<file path="src/include/ssio_pkg.sv">
`default_nettype none
package ssio_pkg;
  // Register indices; byte address is four times the index
  localparam logic [31:0] CTL_TWO_IDX   = 32'hfffff250;
  localparam logic [31:0] DATA_BUF_IDX  = 32'hfffff252;
  localparam logic [31:0] CTL_ONE_IDX   = 32'hfffff253;
  localparam logic [31:0] UNIT_EN_IDX   = 32'hfffff254;
  localparam logic [31:0] BAUD_ZERO_IDX = 32'hfffff257;
  localparam logic [31:0] IRQ_STAT_IDX  = 32'hfffff258;
  localparam logic [31:0] IRQ_MASK_IDX  = 32'hfffff259;
  // Field positions
  localparam int UNIT_EN_BIT  = 7;
  localparam int START_BIT    = 7;
  localparam int ABORT_BIT    = 6;
  localparam int MODE_LSB     = 4;
  localparam int SCK_LSB      = 0;
  localparam int OPM_LSB      = 2;
  localparam int XFER_BIT     = 3;
  localparam int SHIFT_BIT    = 2;
  localparam int IDLE_RUN_BIT = 6;
  localparam int IRQ_BUF      = 0;
  localparam int IRQ_END      = 1;
  // Values after reset
  localparam logic [2:0] SCK_RST  = 3'h1;
  localparam logic [1:0] MODE_RST = 2'h0;
  localparam logic [1:0] OPM_RST  = 2'h0;
  // Codes
  localparam logic [1:0] MODE_TX   = 2'h0;
  localparam logic [1:0] MODE_TXRX = 2'h2;
  localparam logic [1:0] MODE_RX   = 2'h3;
  localparam logic [1:0] OPM_SIO   = 2'h1;
  localparam logic [2:0] SCK_EXT   = 3'h7;
  localparam logic [1:0] RESP_OKAY = 2'h0;
  localparam logic [1:0] RESP_SLVERR = 2'h2;
  // Half serial period is 2^(code+4) cycles: fsys/4/2^(code+3)
  localparam logic [3:0] SCK_HALF_LOG2_OFS = 4'h4;
  localparam logic [2:0] LAST_BIT = 3'h7;
  typedef enum logic [2:0] {
    ENG_IDLE  = 3'b001,
    ENG_SHIFT = 3'b010,
    ENG_WAIT  = 3'b100
  } ssio_eng_st_t;
endpackage
`default_nettype wire

</file>
<file path="src/rtl/ssio_engine.sv">
`timescale 1ns/1ns
`default_nettype none
module ssio_engine import ssio_pkg::*; (
  input  wire logic       clock,
  input  wire logic       rst_n,
  input  wire logic       run,
  input  wire logic       start,
  input  wire logic       abort,
  input  wire logic [1:0] mode,
  input  wire logic [2:0] sck_sel,
  input  wire logic [7:0] tx_data,
  input  wire logic       tx_valid,
  input  wire logic       rx_ready,
  input  wire logic       sclk_pin,
  input  wire logic       si_pin,
  output logic            tx_take,
  output logic            rx_put,
  output logic [7:0]      rx_data,
  output logic            sclk_out,
  output logic            sclk_oe,
  output logic            so,
  output logic            xfer_active,
  output logic            shift_active
);
  typedef struct packed {
    ssio_eng_st_t st;
    logic [10:0]  cnt;
    logic [2:0]   bits;
    logic [7:0]   sh;
    logic         sck;
    logic         so;
    logic         pend_rx;
    logic [2:0]   sc;
    logic [1:0]   sd;
    logic         take;
    logic         put;
  } ssio_eng_t;
  localparam ssio_eng_t ENG_RST = '{st: ENG_IDLE, sck: 1'b1, default: '0};
  ssio_eng_t q, n;
  logic ext, tx_m, rx_m, tick, fall, rise;
  logic [10:0] half;

  // Next state; abort and loss of run override the state, the clock level and the pending receive
  always_comb
  begin
    n = q;
    n.take = 1'b0;
    n.put = 1'b0;
    n.sc = {q.sc[1:0], sclk_pin};
    n.sd = {q.sd[0], si_pin};
    ext = (sck_sel == SCK_EXT);
    tx_m = (mode == MODE_TX) || (mode == MODE_TXRX);
    rx_m = (mode == MODE_RX) || (mode == MODE_TXRX);
    half = 11'h1 << (4'(sck_sel) + SCK_HALF_LOG2_OFS);
    tick = !ext && (q.cnt == half - 11'h1);
    fall = ext ? (!q.sc[1] && q.sc[2]) : (tick && q.sck);
    rise = ext ? (q.sc[1] && !q.sc[2]) : (tick && !q.sck);
    case (q.st)
      ENG_IDLE:
      begin
        n.sck = 1'b1;
        n.cnt = '0;
        n.pend_rx = 1'b0;
        if (start && (tx_m || rx_m))
          n.st = ENG_WAIT;
      end
      ENG_WAIT:
      begin
        // Clock parked high until the buffer side catches up
        n.sck = 1'b1;
        n.cnt = '0;
        if (q.pend_rx)
        begin
          if (rx_ready)
          begin
            n.put = 1'b1;
            n.pend_rx = 1'b0;
          end
        end
        else if (!start)
          n.st = ENG_IDLE;
        else if (!tx_m || tx_valid)
        begin
          n.take = tx_m;
          n.sh = tx_m ? tx_data : q.sh;
          n.bits = '0;
          n.st = ENG_SHIFT;
        end
      end
      ENG_SHIFT:
      begin
        n.cnt = tick ? '0 : q.cnt + 11'h1;
        if (tick)
          n.sck = !q.sck;
        // Falling edge drives, rising edge samples, LSB first
        if (fall)
          n.so = q.sh[0];
        if (rise)
        begin
          n.sh = {q.sd[1], q.sh[7:1]};
          n.bits = q.bits + 3'h1;
          if (q.bits == LAST_BIT)
          begin
            n.pend_rx = rx_m;
            n.st = ENG_WAIT;
          end
        end
      end
      default: n.st = ENG_IDLE;
    endcase
    if (!run || abort)
    begin
      n.st = ENG_IDLE;
      n.sck = 1'b1;
      n.pend_rx = 1'b0;
    end
  end

  always_ff @(posedge clock or negedge rst_n)
  begin
    if (!rst_n)
      q <= ENG_RST;
    else
      q <= n;
  end

  assign tx_take = q.take;
  assign rx_put = q.put;
  assign rx_data = q.sh;
  assign sclk_out = q.sck;
  assign sclk_oe = run && !ext;
  assign so = q.so;
  assign xfer_active = (q.st != ENG_IDLE);
  assign shift_active = (q.st == ENG_SHIFT);

  a_abort_stops: assert property (@(posedge clock) disable iff (!rst_n)
    abort |=> !xfer_active && !shift_active) else $error("abort did not stop transfer");
  a_ext_no_drive: assert property (@(posedge clock) disable iff (!rst_n)
    (sck_sel == SCK_EXT) |-> !sclk_oe) else $error("clock pin driven in external mode");
  a_div_bound: assert property (@(posedge clock) disable iff (!rst_n)
    (!ext && q.st == ENG_SHIFT) |-> q.cnt < half) else $error("divider overran half period");
  a_rsv_mode: assert property (@(posedge clock) disable iff (!rst_n)
    (q.st == ENG_IDLE && mode == 2'h1) |=> !xfer_active) else $error("reserved mode started");
  c_byte_done: cover property (@(posedge clock) disable iff (!rst_n) q.st == ENG_SHIFT ##1 q.st == ENG_WAIT);
  c_abort_mid: cover property (@(posedge clock) disable iff (!rst_n) shift_active && abort);
endmodule
`default_nettype wire

</file>
<file path="src/rtl/ssio_top.sv">
`timescale 1ns/1ns
`default_nettype none
module ssio_top import ssio_pkg::*; (
  input  wire logic        clock,
  input  wire logic        rst_n,
  input  wire logic [11:0] s_axi_awaddr,
  input  wire logic        s_axi_awvalid,
  output logic             s_axi_awready,
  input  wire logic [31:0] s_axi_wdata,
  input  wire logic [3:0]  s_axi_wstrb,
  input  wire logic        s_axi_wvalid,
  output logic             s_axi_wready,
  output logic [1:0]       s_axi_bresp,
  output logic             s_axi_bvalid,
  input  wire logic        s_axi_bready,
  input  wire logic [11:0] s_axi_araddr,
  input  wire logic        s_axi_arvalid,
  output logic             s_axi_arready,
  output logic [31:0]      s_axi_rdata,
  output logic [1:0]       s_axi_rresp,
  output logic             s_axi_rvalid,
  input  wire logic        s_axi_rready,
  input  wire logic        idle_standby,
  input  wire logic        sclk_pin_in,
  output logic             sclk_pin_out,
  output logic             sclk_pin_oe,
  output logic             so_pin,
  input  wire logic        si_pin,
  output logic             irq
);
  typedef struct packed {
    logic       en;
    logic       start;
    logic       abort;
    logic [1:0] mode;
    logic [2:0] sck;
    logic [1:0] opm;
    logic       idle_run;
    logic [7:0] txbuf;
    logic       tx_full;
    logic [7:0] rxbuf;
    logic       rx_full;
    logic [1:0] ist;
    logic [1:0] imask;
    logic       xfer_prev;
    logic       aw_have;
    logic [9:0] aw_idx;
    logic       w_have;
    logic [7:0] wdata;
    logic       wstb;
    logic       bvalid;
    logic [1:0] bresp;
    logic       rvalid;
    logic [7:0] rdata;
    logic [1:0] rresp;
  } ssio_regs_t;
  localparam ssio_regs_t REG_RST = '{sck: SCK_RST, mode: MODE_RST, opm: OPM_RST, default: '0};
  ssio_regs_t q, n;
  logic       run, eng_take, eng_put, xfer_active, shift_active, xfer_end, do_write, rd_take;
  logic [7:0] eng_rx, d;
  logic [9:0] rd_idx;

  // Engine is alive only when enabled, in serial mode and not parked by idle standby
  assign run = q.en && (q.opm == OPM_SIO) && (q.idle_run || !idle_standby);

  ssio_engine u_engine (
    .clock        (clock),
    .rst_n        (rst_n),
    .run          (run),
    .start        (q.start),
    .abort        (q.abort),
    .mode         (q.mode),
    .sck_sel      (q.sck),
    .tx_data      (q.txbuf),
    .tx_valid     (q.tx_full),
    .rx_ready     (!q.rx_full),
    .sclk_pin     (sclk_pin_in),
    .si_pin       (si_pin),
    .tx_take      (eng_take),
    .rx_put       (eng_put),
    .rx_data      (eng_rx),
    .sclk_out     (sclk_pin_out),
    .sclk_oe      (sclk_pin_oe),
    .so           (so_pin),
    .xfer_active  (xfer_active),
    .shift_active (shift_active)
  );

  // Handshake outputs from flops only; one write and one read in flight
  assign s_axi_awready = !q.aw_have && !q.bvalid;
  assign s_axi_wready = !q.w_have && !q.bvalid;
  assign s_axi_arready = !q.rvalid;
  assign s_axi_bvalid = q.bvalid;
  assign s_axi_bresp = q.bresp;
  assign s_axi_rvalid = q.rvalid;
  assign s_axi_rresp = q.rresp;
  assign s_axi_rdata = {24'h0, q.rdata};
  assign irq = |(q.ist & q.imask);

  assign xfer_end = q.xfer_prev && !xfer_active;
  assign do_write = q.aw_have && q.w_have && !q.bvalid;
  assign rd_take = s_axi_arvalid && !q.rvalid;
  assign rd_idx = s_axi_araddr[11:2];
  assign d = q.wdata;

  // All register and bus state advances here; clears first, hardware sets last
  always_comb
  begin
    n = q;
    n.xfer_prev = xfer_active;
    // Engine has copied the buffer into its shifter
    if (eng_take)
      n.tx_full = 1'b0;
    // Capture address and data in either order
    if (s_axi_awvalid && s_axi_awready)
    begin
      n.aw_have = 1'b1;
      n.aw_idx = s_axi_awaddr[11:2];
    end
    if (s_axi_wvalid && s_axi_wready)
    begin
      n.w_have = 1'b1;
      n.wdata = s_axi_wdata[7:0];
      n.wstb = s_axi_wstrb[0];
    end
    if (q.bvalid && s_axi_bready)
      n.bvalid = 1'b0;
    // Register write; disabled unit ignores all but the enable register
    if (do_write)
    begin
      n.aw_have = 1'b0;
      n.w_have = 1'b0;
      n.bvalid = 1'b1;
      n.bresp = RESP_OKAY;
      case (q.aw_idx)
        UNIT_EN_IDX[9:0]:
          if (q.wstb)
            n.en = d[UNIT_EN_BIT];
        CTL_ONE_IDX[9:0]:
          if (q.wstb && q.en)
          begin
            n.start = d[START_BIT];
            n.abort = d[ABORT_BIT];
            n.mode = d[MODE_LSB +: 2];
            n.sck = d[SCK_LSB +: 3];
          end
        DATA_BUF_IDX[9:0]:
          if (q.wstb && q.en)
          begin
            // A write in the take cycle keeps the new byte pending
            n.txbuf = d;
            n.tx_full = 1'b1;
          end
        CTL_TWO_IDX[9:0]:
          if (q.wstb && q.en)
            n.opm = d[OPM_LSB +: 2];
        BAUD_ZERO_IDX[9:0]:
          if (q.wstb && q.en)
            n.idle_run = d[IDLE_RUN_BIT];
        IRQ_MASK_IDX[9:0]:
          if (q.wstb && q.en)
            n.imask = d[1:0];
        IRQ_STAT_IDX[9:0]:
          if (q.wstb && q.en)
            n.ist = q.ist & ~d[1:0];
        default: n.bresp = RESP_SLVERR;
      endcase
    end
    if (q.rvalid && s_axi_rready)
      n.rvalid = 1'b0;
    // Register read; disabled unit reads 0 except the enable register
    if (rd_take)
    begin
      n.rvalid = 1'b1;
      n.rresp = RESP_OKAY;
      n.rdata = 8'h00;
      case (rd_idx)
        UNIT_EN_IDX[9:0]:
          n.rdata[UNIT_EN_BIT] = q.en;
        CTL_ONE_IDX[9:0]:
          if (q.en)
          begin
            n.rdata[START_BIT] = q.start;
            n.rdata[ABORT_BIT] = q.abort;
            n.rdata[MODE_LSB +: 2] = q.mode;
            n.rdata[SCK_LSB +: 3] = q.sck;
          end
        DATA_BUF_IDX[9:0]:
          if (q.en)
          begin
            // Reading frees the buffer so a stalled receive can move on
            n.rdata = q.rxbuf;
            n.rx_full = 1'b0;
          end
        CTL_TWO_IDX[9:0]:
          if (q.en)
          begin
            n.rdata[XFER_BIT] = xfer_active;
            n.rdata[SHIFT_BIT] = shift_active;
          end
        BAUD_ZERO_IDX[9:0]:
          if (q.en)
            n.rdata[IDLE_RUN_BIT] = q.idle_run;
        IRQ_MASK_IDX[9:0]:
          if (q.en)
            n.rdata[1:0] = q.imask;
        IRQ_STAT_IDX[9:0]:
          if (q.en)
            n.rdata[1:0] = q.ist;
        default: n.rresp = RESP_SLVERR;
      endcase
    end
    // Hardware sets come last so they win over a same-cycle clear
    if (eng_put)
    begin
      n.rxbuf = eng_rx;
      n.rx_full = 1'b1;
    end
    if (eng_take || eng_put)
      n.ist[IRQ_BUF] = 1'b1;
    if (xfer_end)
      n.ist[IRQ_END] = 1'b1;
  end

  // Single state register
  always_ff @(posedge clock or negedge rst_n)
  begin
    if (!rst_n)
      q <= REG_RST;
    else
      q <= n;
  end

  a_en_gates_write: assert property (@(posedge clock) disable iff (!rst_n)
    (!q.en && do_write && q.aw_idx == CTL_ONE_IDX[9:0])
    |=> $stable(q.mode) && $stable(q.sck) && $stable(q.start))
    else $error("control written while unit disabled");
  a_en_read_low: assert property (@(posedge clock) disable iff (!rst_n)
    (rd_take && rd_idx == UNIT_EN_IDX[9:0])
    |=> s_axi_rvalid && s_axi_rdata[6:0] == 7'h00 && s_axi_rdata[7] == $past(q.en))
    else $error("enable register read wrong");
  a_cfg_kept: assert property (@(posedge clock) disable iff (!rst_n)
    $fell(q.en) |-> $stable(q.sck) && $stable(q.mode) && $stable(q.opm) && $stable(q.idle_run))
    else $error("settings lost on disable");
  a_status_read: assert property (@(posedge clock) disable iff (!rst_n)
    (q.en && rd_take && rd_idx == CTL_TWO_IDX[9:0])
    |=> s_axi_rdata[XFER_BIT] == $past(xfer_active) && s_axi_rdata[SHIFT_BIT] == $past(shift_active))
    else $error("status read does not show flags");
  a_rx_capture: assert property (@(posedge clock) disable iff (!rst_n)
    eng_put |=> q.rx_full && q.rxbuf == $past(eng_rx) && q.ist[IRQ_BUF])
    else $error("received byte not latched");
  a_opm_gate: assert property (@(posedge clock) disable iff (!rst_n)
    (q.opm != OPM_SIO) |=> !xfer_active)
    else $error("engine ran outside serial mode");
  a_idle_stops: assert property (@(posedge clock) disable iff (!rst_n)
    (!q.idle_run && idle_standby) |=> !xfer_active)
    else $error("unit kept running in idle standby");
  a_end_sets_irq: assert property (@(posedge clock) disable iff (!rst_n)
    (xfer_end ##0 q.imask[IRQ_END]) |=> irq)
    else $error("transfer end not flagged");
  a_write_resp: assert property (@(posedge clock) disable iff (!rst_n)
    do_write |=> s_axi_bvalid && !s_axi_awready && !s_axi_wready)
    else $error("write not answered");
  c_tx_take: cover property (@(posedge clock) disable iff (!rst_n) eng_take);
  c_rx_put: cover property (@(posedge clock) disable iff (!rst_n) eng_put ##[1:200] rd_take);
  c_irq: cover property (@(posedge clock) disable iff (!rst_n) $rose(irq));
endmodule
`default_nettype wire

</file>
<file path="config.mk">
export PLATFORM = sky130hd
export DESIGN_NAME = ssio_top
export DESIGN_NICKNAME = d
export VERILOG_FILES = /design/src/include/ssio_pkg.sv /design/src/rtl/ssio_engine.sv /design/src/rtl/ssio_top.sv
export SDC_FILE = /design/constraint.sdc
export NUM_CORES = 1
export LEC_CHECK = 0
export BUFFER_PORTS_ARGS = -buffer_cell sky130_fd_sc_hd__buf_2
export CORE_UTILIZATION = 35
export CTS_CLUSTER_SIZE = 24
export DETAILED_ROUTE_END_ITERATION = 6
export GPL_ROUTABILITY_DRIVEN = 0
export SETUP_SLACK_MARGIN = 0.2
export SLEW_MARGIN = 20
export SYNTH_ARGS = -nofsm -noshare
export SYNTH_HDL_FRONTEND = slang
export SYNTH_SLANG_ARGS = --single-unit
</file>
<file path="constraint.sdc">
create_clock -name clock -period 2.2 [get_ports clock]
set_clock_uncertainty 0.1 [all_clocks]
set_input_delay 0.11 -clock clock [delete_from_list [all_inputs] [get_ports clock]]
set_output_delay 0.11 -clock clock [all_outputs]
set_load 0.05 [all_outputs]
</file>
# Word-level counts from Yosys, hierarchy flattened
# Index checks and enable logic that the tools add are counted.
classes:
  addsub: 4
  multipliers: 0
  div: 0
  order_cmp: 0
  eq_ne: 35
  n_shift: 1
  mux: 71
  bitwise: 3
  reduce_logical: 76
op_table:
  columns: ["cell", "count"]
  rows:
  - ["== test 10 bit, second input constant", 14]
  - ["two-way mux 11 bit", 7]
  - ["one-hot mux 11 bit (2 select lines)", 2]
  - ["AND reduction 3 bit", 10]
  - ["nonzero test 2 bit", 15]
  - ["two-way mux 1 bit", 29]
  - ["two-way mux 3 bit", 9]
  - ["logical AND 1 bit", 20]
  - ["two-way mux 2 bit", 10]
  - ["two-way mux 8 bit", 2]
  - ["inequality test 3 x 1 -> 1 bit, second input constant", 5]
  - ["OR reduction 7 bit", 2]
  - ["logical NOT 1 bit", 12]
  - ["one-hot mux 1 bit (3 select lines)", 4]
  - ["adder 11 x 1 -> 11 bit, second input constant", 1]
  - ["== test 11 bit", 1]
  - ["left shift 1 x 4 -> 11 bit, first input constant", 1]
  - ["subtractor 11 x 1 -> 11 bit, second input constant", 1]
  - ["two-way mux 10 bit", 1]
  - ["AND reduction 5 bit", 2]
  - ["== test 3 bit, second input constant", 3]
  - ["one-hot mux 3 bit (3 select lines)", 1]
  - ["two-way mux 4 bit", 2]
  - ["one-hot mux 2 bit (4 select lines)", 1]
  - ["other kinds (21)", 35]
totals:
  register_bits: 104
  latchBits: 0
  mem_bits_rw: 0
  mem_bits_ro: 0
  wordCells: 226
  mem_count: 0

# Depth between registers and ports, before layout
depth:
  depth_word: 10
  depth_mapped: 8

# Hierarchy
# Synthesis repeated with hierarchy kept, for this count alone.
hier_totals:
  hier_cells: 497
  area_unflattened_um2: 5365.1
modules_own_cells:
  columns: ["mod", "n_inst", "cells_each", "area_per_inst_um2"]
  rows:
  - ["ssio_top", 1, 263, 3225.6]
  - ["ssio_engine", 1, 234, 2139.6]

# Least setup slack after synthesis
# OpenSTA, ideal clock, no wires.
synth_timing:
  path_kind: "register -> register"
  startpoint: "register q, in the netlist s_axi_bvalid"
  endpoint: "register q[25] in the netlist's numbering"
  arrival_ps: 2271
  path_slack_ps: -295
  path_stages_with_launch: 5
  synth_period_minus_slack_ps: 2495
  cell_sequence: "dfrtp_1 -> nor2_1 -> and2_1 -> clkbuf_1 -> mux2_2"
synth_via:
  elab_chain_cells: 3
synth_rtl:
  columns: ["item", "line_no", "text"]
  rows:
  - ["start, declared", "ssio_top.sv:58", "ssio_regs_t q, n;"]
  - ["start signal, assigned", "ssio_top.sv:231", "q <= n;"]
  - ["logical NOT 1 bit", "ssio_top.sv:90", "assign s_axi_awready = !q.aw_have && !q.bvalid;"]
  - ["logical AND 1 bit", "ssio_top.sv:90", null]
  - ["net s_axi_awready", "ssio_top.sv:8", "output logic s_axi_awready,"]
  - ["logical AND 1 bit", "ssio_top.sv:115", "if (s_axi_awvalid && s_axi_awready)"]
# The timed path passes the listed nets, and every way through them passes these cells.
# A chain may end at the register's enable or synchronous reset.

# Worst setup path in the final report
layout_timing:
  startpoint: "register q[63] in the netlist's numbering"
  endpoint: "register u_engine.q, in the netlist u_engine.rx_data[1]"
layout_via:
  elab_chain_cells: 9
  word_cells_on_any_way: 11
  cone_classes: "add/sub (2); eq/ne (3); shift (1); mux (1); reduce/logical (4)"
layout_rtl:
  columns: ["item", "line_no", "text"]
  rows:
  - ["adder 3 x 3 -> 4 bit", "ssio_engine.sv:54", "half = 11'h1 << (4'(sck_sel) + SCK_HALF_LOG2_OFS);"]
  - ["left shift 1 x 4 -> 11 bit", "ssio_engine.sv:54", null]
  - ["subtractor 11 x 1 -> 11 bit", "ssio_engine.sv:55", "tick = !ext && (q.cnt == half - 11'h1);"]
  - ["== test 11 bit", "ssio_engine.sv:55", null]
  - ["logical AND 1 bit", "ssio_engine.sv:55", null]
  - ["logical AND 1 bit", "ssio_engine.sv:57", "rise = ext ? (q.sc[1] && !q.sc[2]) : (tick && !q.sck);"]
  - ["two-way mux 1 bit *", "ssio_engine.sv:57", null]
  - ["inequality test 2 x 1 -> 1 bit (no line) *", null, null]
  - ["AND reduction 6 bit (no line) *", null, null]
  - ["end signal, assigned", "ssio_engine.sv:124", "q <= n;"]
  - ["end, declared", "ssio_engine.sv:39", "ssio_eng_t q, n;"]
# Every way passes the cells marked *; elsewhere a longest branch is shown, timed or not.

==> metrics <==
WL per Instance 14.9 um; min Tclk post-route 2.27 ns; TritonRoute pass-1 iters 4; WL final 11600 um; Fmax 441 MHz; flops & latches, synth 102; H-tree Lvls 3; Least-Margin Pin Slew roughly 0.63 ns; Ant. Diodes 0; DR vias/cell 5.04; asr flop ratio synth 1.00; die footprint approximately 15000 um2; Post-Syn Area per Cell 10.8 um2; port buffer count 57; sw power 0.00162 W; worst rel slew slack 0.575; final setup vio count 11; Pint roughly 0.0033 W; Critical Path Start Type register; Rows 44; outcome finished with violations; leakage 3.11 nW; Cell Area, Placed 5780 um2; CP required 2.34 ns; die height 124 um; top cells by instance count after synthesis 99 x dfrtp_1, 49 x mux2_2, 49 x nand2_1, 36 x buf_4, 20 x o21ai_0; Vias ~3900; CTS tree yes; first-pass GRT wire length 19200 um; Post-synth EDFFs 0; Synth Cell Area ~5200 um2; sequential fraction of the synthesis area 0.489; post-synth top area share 0.474; Finished Layout Cells 777; power share of the sequential group 0.481; Slew Viols, Final 0; failing checks setup timing; Area growth syn-to-layout 26.6%; Starting Density 0.360; Starting DRT DRC Count 203; clk_lat worst skew 0.36 ns; CP Max Fanout 8; MaxCap Viol Count 0; endpoint class of the critical path register; Sw Ratio 0.327; worst path arrival time 2.41 ns; Setup CP Type reg -> reg; top-count cell post-synth dfrtp_1; GRT Total Usage 0.155; final number of hold-violating endpoints 0; Design Power 0.00496 W; CTS Buf Count 9; number of global-route vias before repair 3853; DRT antenna net count 0; share of layout cells above drive strength 1 0.366; post-DP HPWL 8430 um; Clock transition at path regs 0.07 ns; clk sink count 102; Clock power frac 0.320; Root Driver clkbuf_16; Synth cell types 64; Filler Cells Inserted 1364; Pwr Density 750 nW/um2; worst min-delay path class in -> reg; number of I/O pins between 100 and 150; VDD IR max 0.000531 V; clk buf depth 2; final instance area 6620 um2; cell taking the most area after synthesis dfrtp_1; RSZ-0062 raised after global routing true; ys flop type dfrtp_1; antenna violations before repair 0; placed cells 726; fin nets 661; Synth area leaders dfrtp_1 47%, mux2_2 11%, buf_4 5.2%, nand2_1 3.5%, mux2i_1 2.1%; Ys Warns 0; GR Overflow Total 0; largest net degree at the start of global routing 66; Setup WS post-layout -0.0700 ns; Period Utilization, post-route 1.03; Die W 124 um; Mapped Cells 483; core box area 14500 um2; DRC viols 0; Gate power share 0.199
worst paths after layout:
| kind | startpoint | cells past startpoint | end | slack (ns) |
|---|---|---|---|---|
| max in group asynchronous | rst_n | 3 | u_engine.sclk_out$_DFFE_PN1P_ | 1.27 |
| min in group asynchronous | rst_n | 2 | s_axi_rdata[6]$_DFFE_PN0P_ | 0.08 |
| max reg2reg | q[63]$_DFFE_PN0P_ | 5 | u_engine.rx_data[1]$_DFFE_PN0P_ | -0.07 |
| min reg2reg | u_engine.n[3]$_DFF_PN0_ | 0 | u_engine.q[3]$_DFF_PN0_ | 0.25 |
| max | q[63]$_DFFE_PN0P_ | 5 | u_engine.rx_data[1]$_DFFE_PN0P_ | -0.07 |
| min | s_axi_araddr[2] | 2 | s_axi_rdata[3]$_DFFE_PN0P_ | 0.05 |
placed cells by master (no fill, tap or decap), types with 3 or more instances in the layout:
cell type       n
inv_1          14
clkbuf_16       9
nand2_1        47
and4b_1         4
and3_1          6
dfrtp_2         4
a31oi_1         5
a31oi_4         3
buf_2          55
mux2i_1        11
and2_1          3
nor2_1         14
a21oi_1         4
nor3_2          4
a22o_1          3
o221a_1         3
nand3b_1        5
nand4b_1        6
a211oi_1        3
dfrtp_1        95
mux2_2         48
o31ai_1         3
o221a_2         3
nor2b_1         5
o21ai_2         3
nor3_1          4
a22oi_1         4
nand4_1         5
mux2_4          4
nand2b_1       15
buf_4          35
o21ai_0        16
dfstp_2         3
nand3_1        17
ha_1            3
a21o_1          5
dlygate4sd3_1  24
conb_1         26
buf_6          10
worst max-delay path, stage by stage, from the launching register on:
cell	delay, ns
dfrtp_2	0.44
or4_4	0.53
o31ai_4	0.26
o21ai_4	0.12
o31a_1	0.38
o221a_2	0.31
power groups by stage:
stage	Combinational [W]	Clock, W	Sequential, W
after global routing	0.00107	0.00170	0.00243
after floorplan	0.000756	0	0.00232
after global placement	0.000887	0	0.00241
after CTS	0.000970	0.00163	0.00239
final	0.000989	0.00159	0.00238
after detailed placement	0.000910	0	0.00242
cells by family after synthesis:
family / count (synthesis) / synth area share
compound gates: 79 / 0.115
xor+xnor: 3 / 0.00502
fa+ha+maj: 3 / 0.00718
buf+inv: 72 / 0.0806
flops: 102 / 0.489
mux: 63 / 0.135
other cells: 1 / 0.000717
simple gates: 160 / 0.167
area by class of cell:
class	instances	area, um2	area share
well taps	184	230	0.0348
clock buffers	9	225	0.0340
inverters	15	60.1	0.00907
flip-flops and latches	102	2560	0.387
clock inverters	7	77.6	0.0117
repair buffers	126	931	0.141
multi-input cells	334	2530	0.383
what timing repair did:
item,in CTS,in global routing
resized for setup,19,31
pin swaps,7,13
endpoints found under the hold margin,122,0
buffers inserted,8,3
hold buffers,24,0
endpoints found under the setup margin,44,48
per-stage QoR:
stage	hold WS [ns]	setup WS, ns	util	setup TNS [ns]
final	0.0472	-0.0700	0.455	-0.436
after global routing	0.0539	-0.128	0.455	-1.53
after CTS	0.0397	-0.0596	0.444	-0.320
after detailed placement	-0.0829	-0.0599	0.398	-0.375
after global placement	-0.0895	-0.0376	0.398	-0.218
after floorplan	-0.286	0.00964	-	0
layer usage:
| metal | vias to the layer above | track usage | part of all wire |
|---|---|---|---|
| met2 | 93 | 0.235 | 0.46 |
| met1 | 1914 | 0.219 | 0.50 |
| met3 | 18 | 0.0276 | 0.029 |
| li1 | 1892 | - | - |
| met5 | - | 0 | 0 |
| met4 | 0 | 0.0617 | 0.016 |
registers in the layout, summed over array words and instances, names as in the netlist, 3 cells and up:
name,count
d,8
q,47
s_axi_rdata,8
u_engine.n,3
u_engine.q,20
u_engine.rx_data,8
No activity file was read; power rests on OpenSTA's default activity.
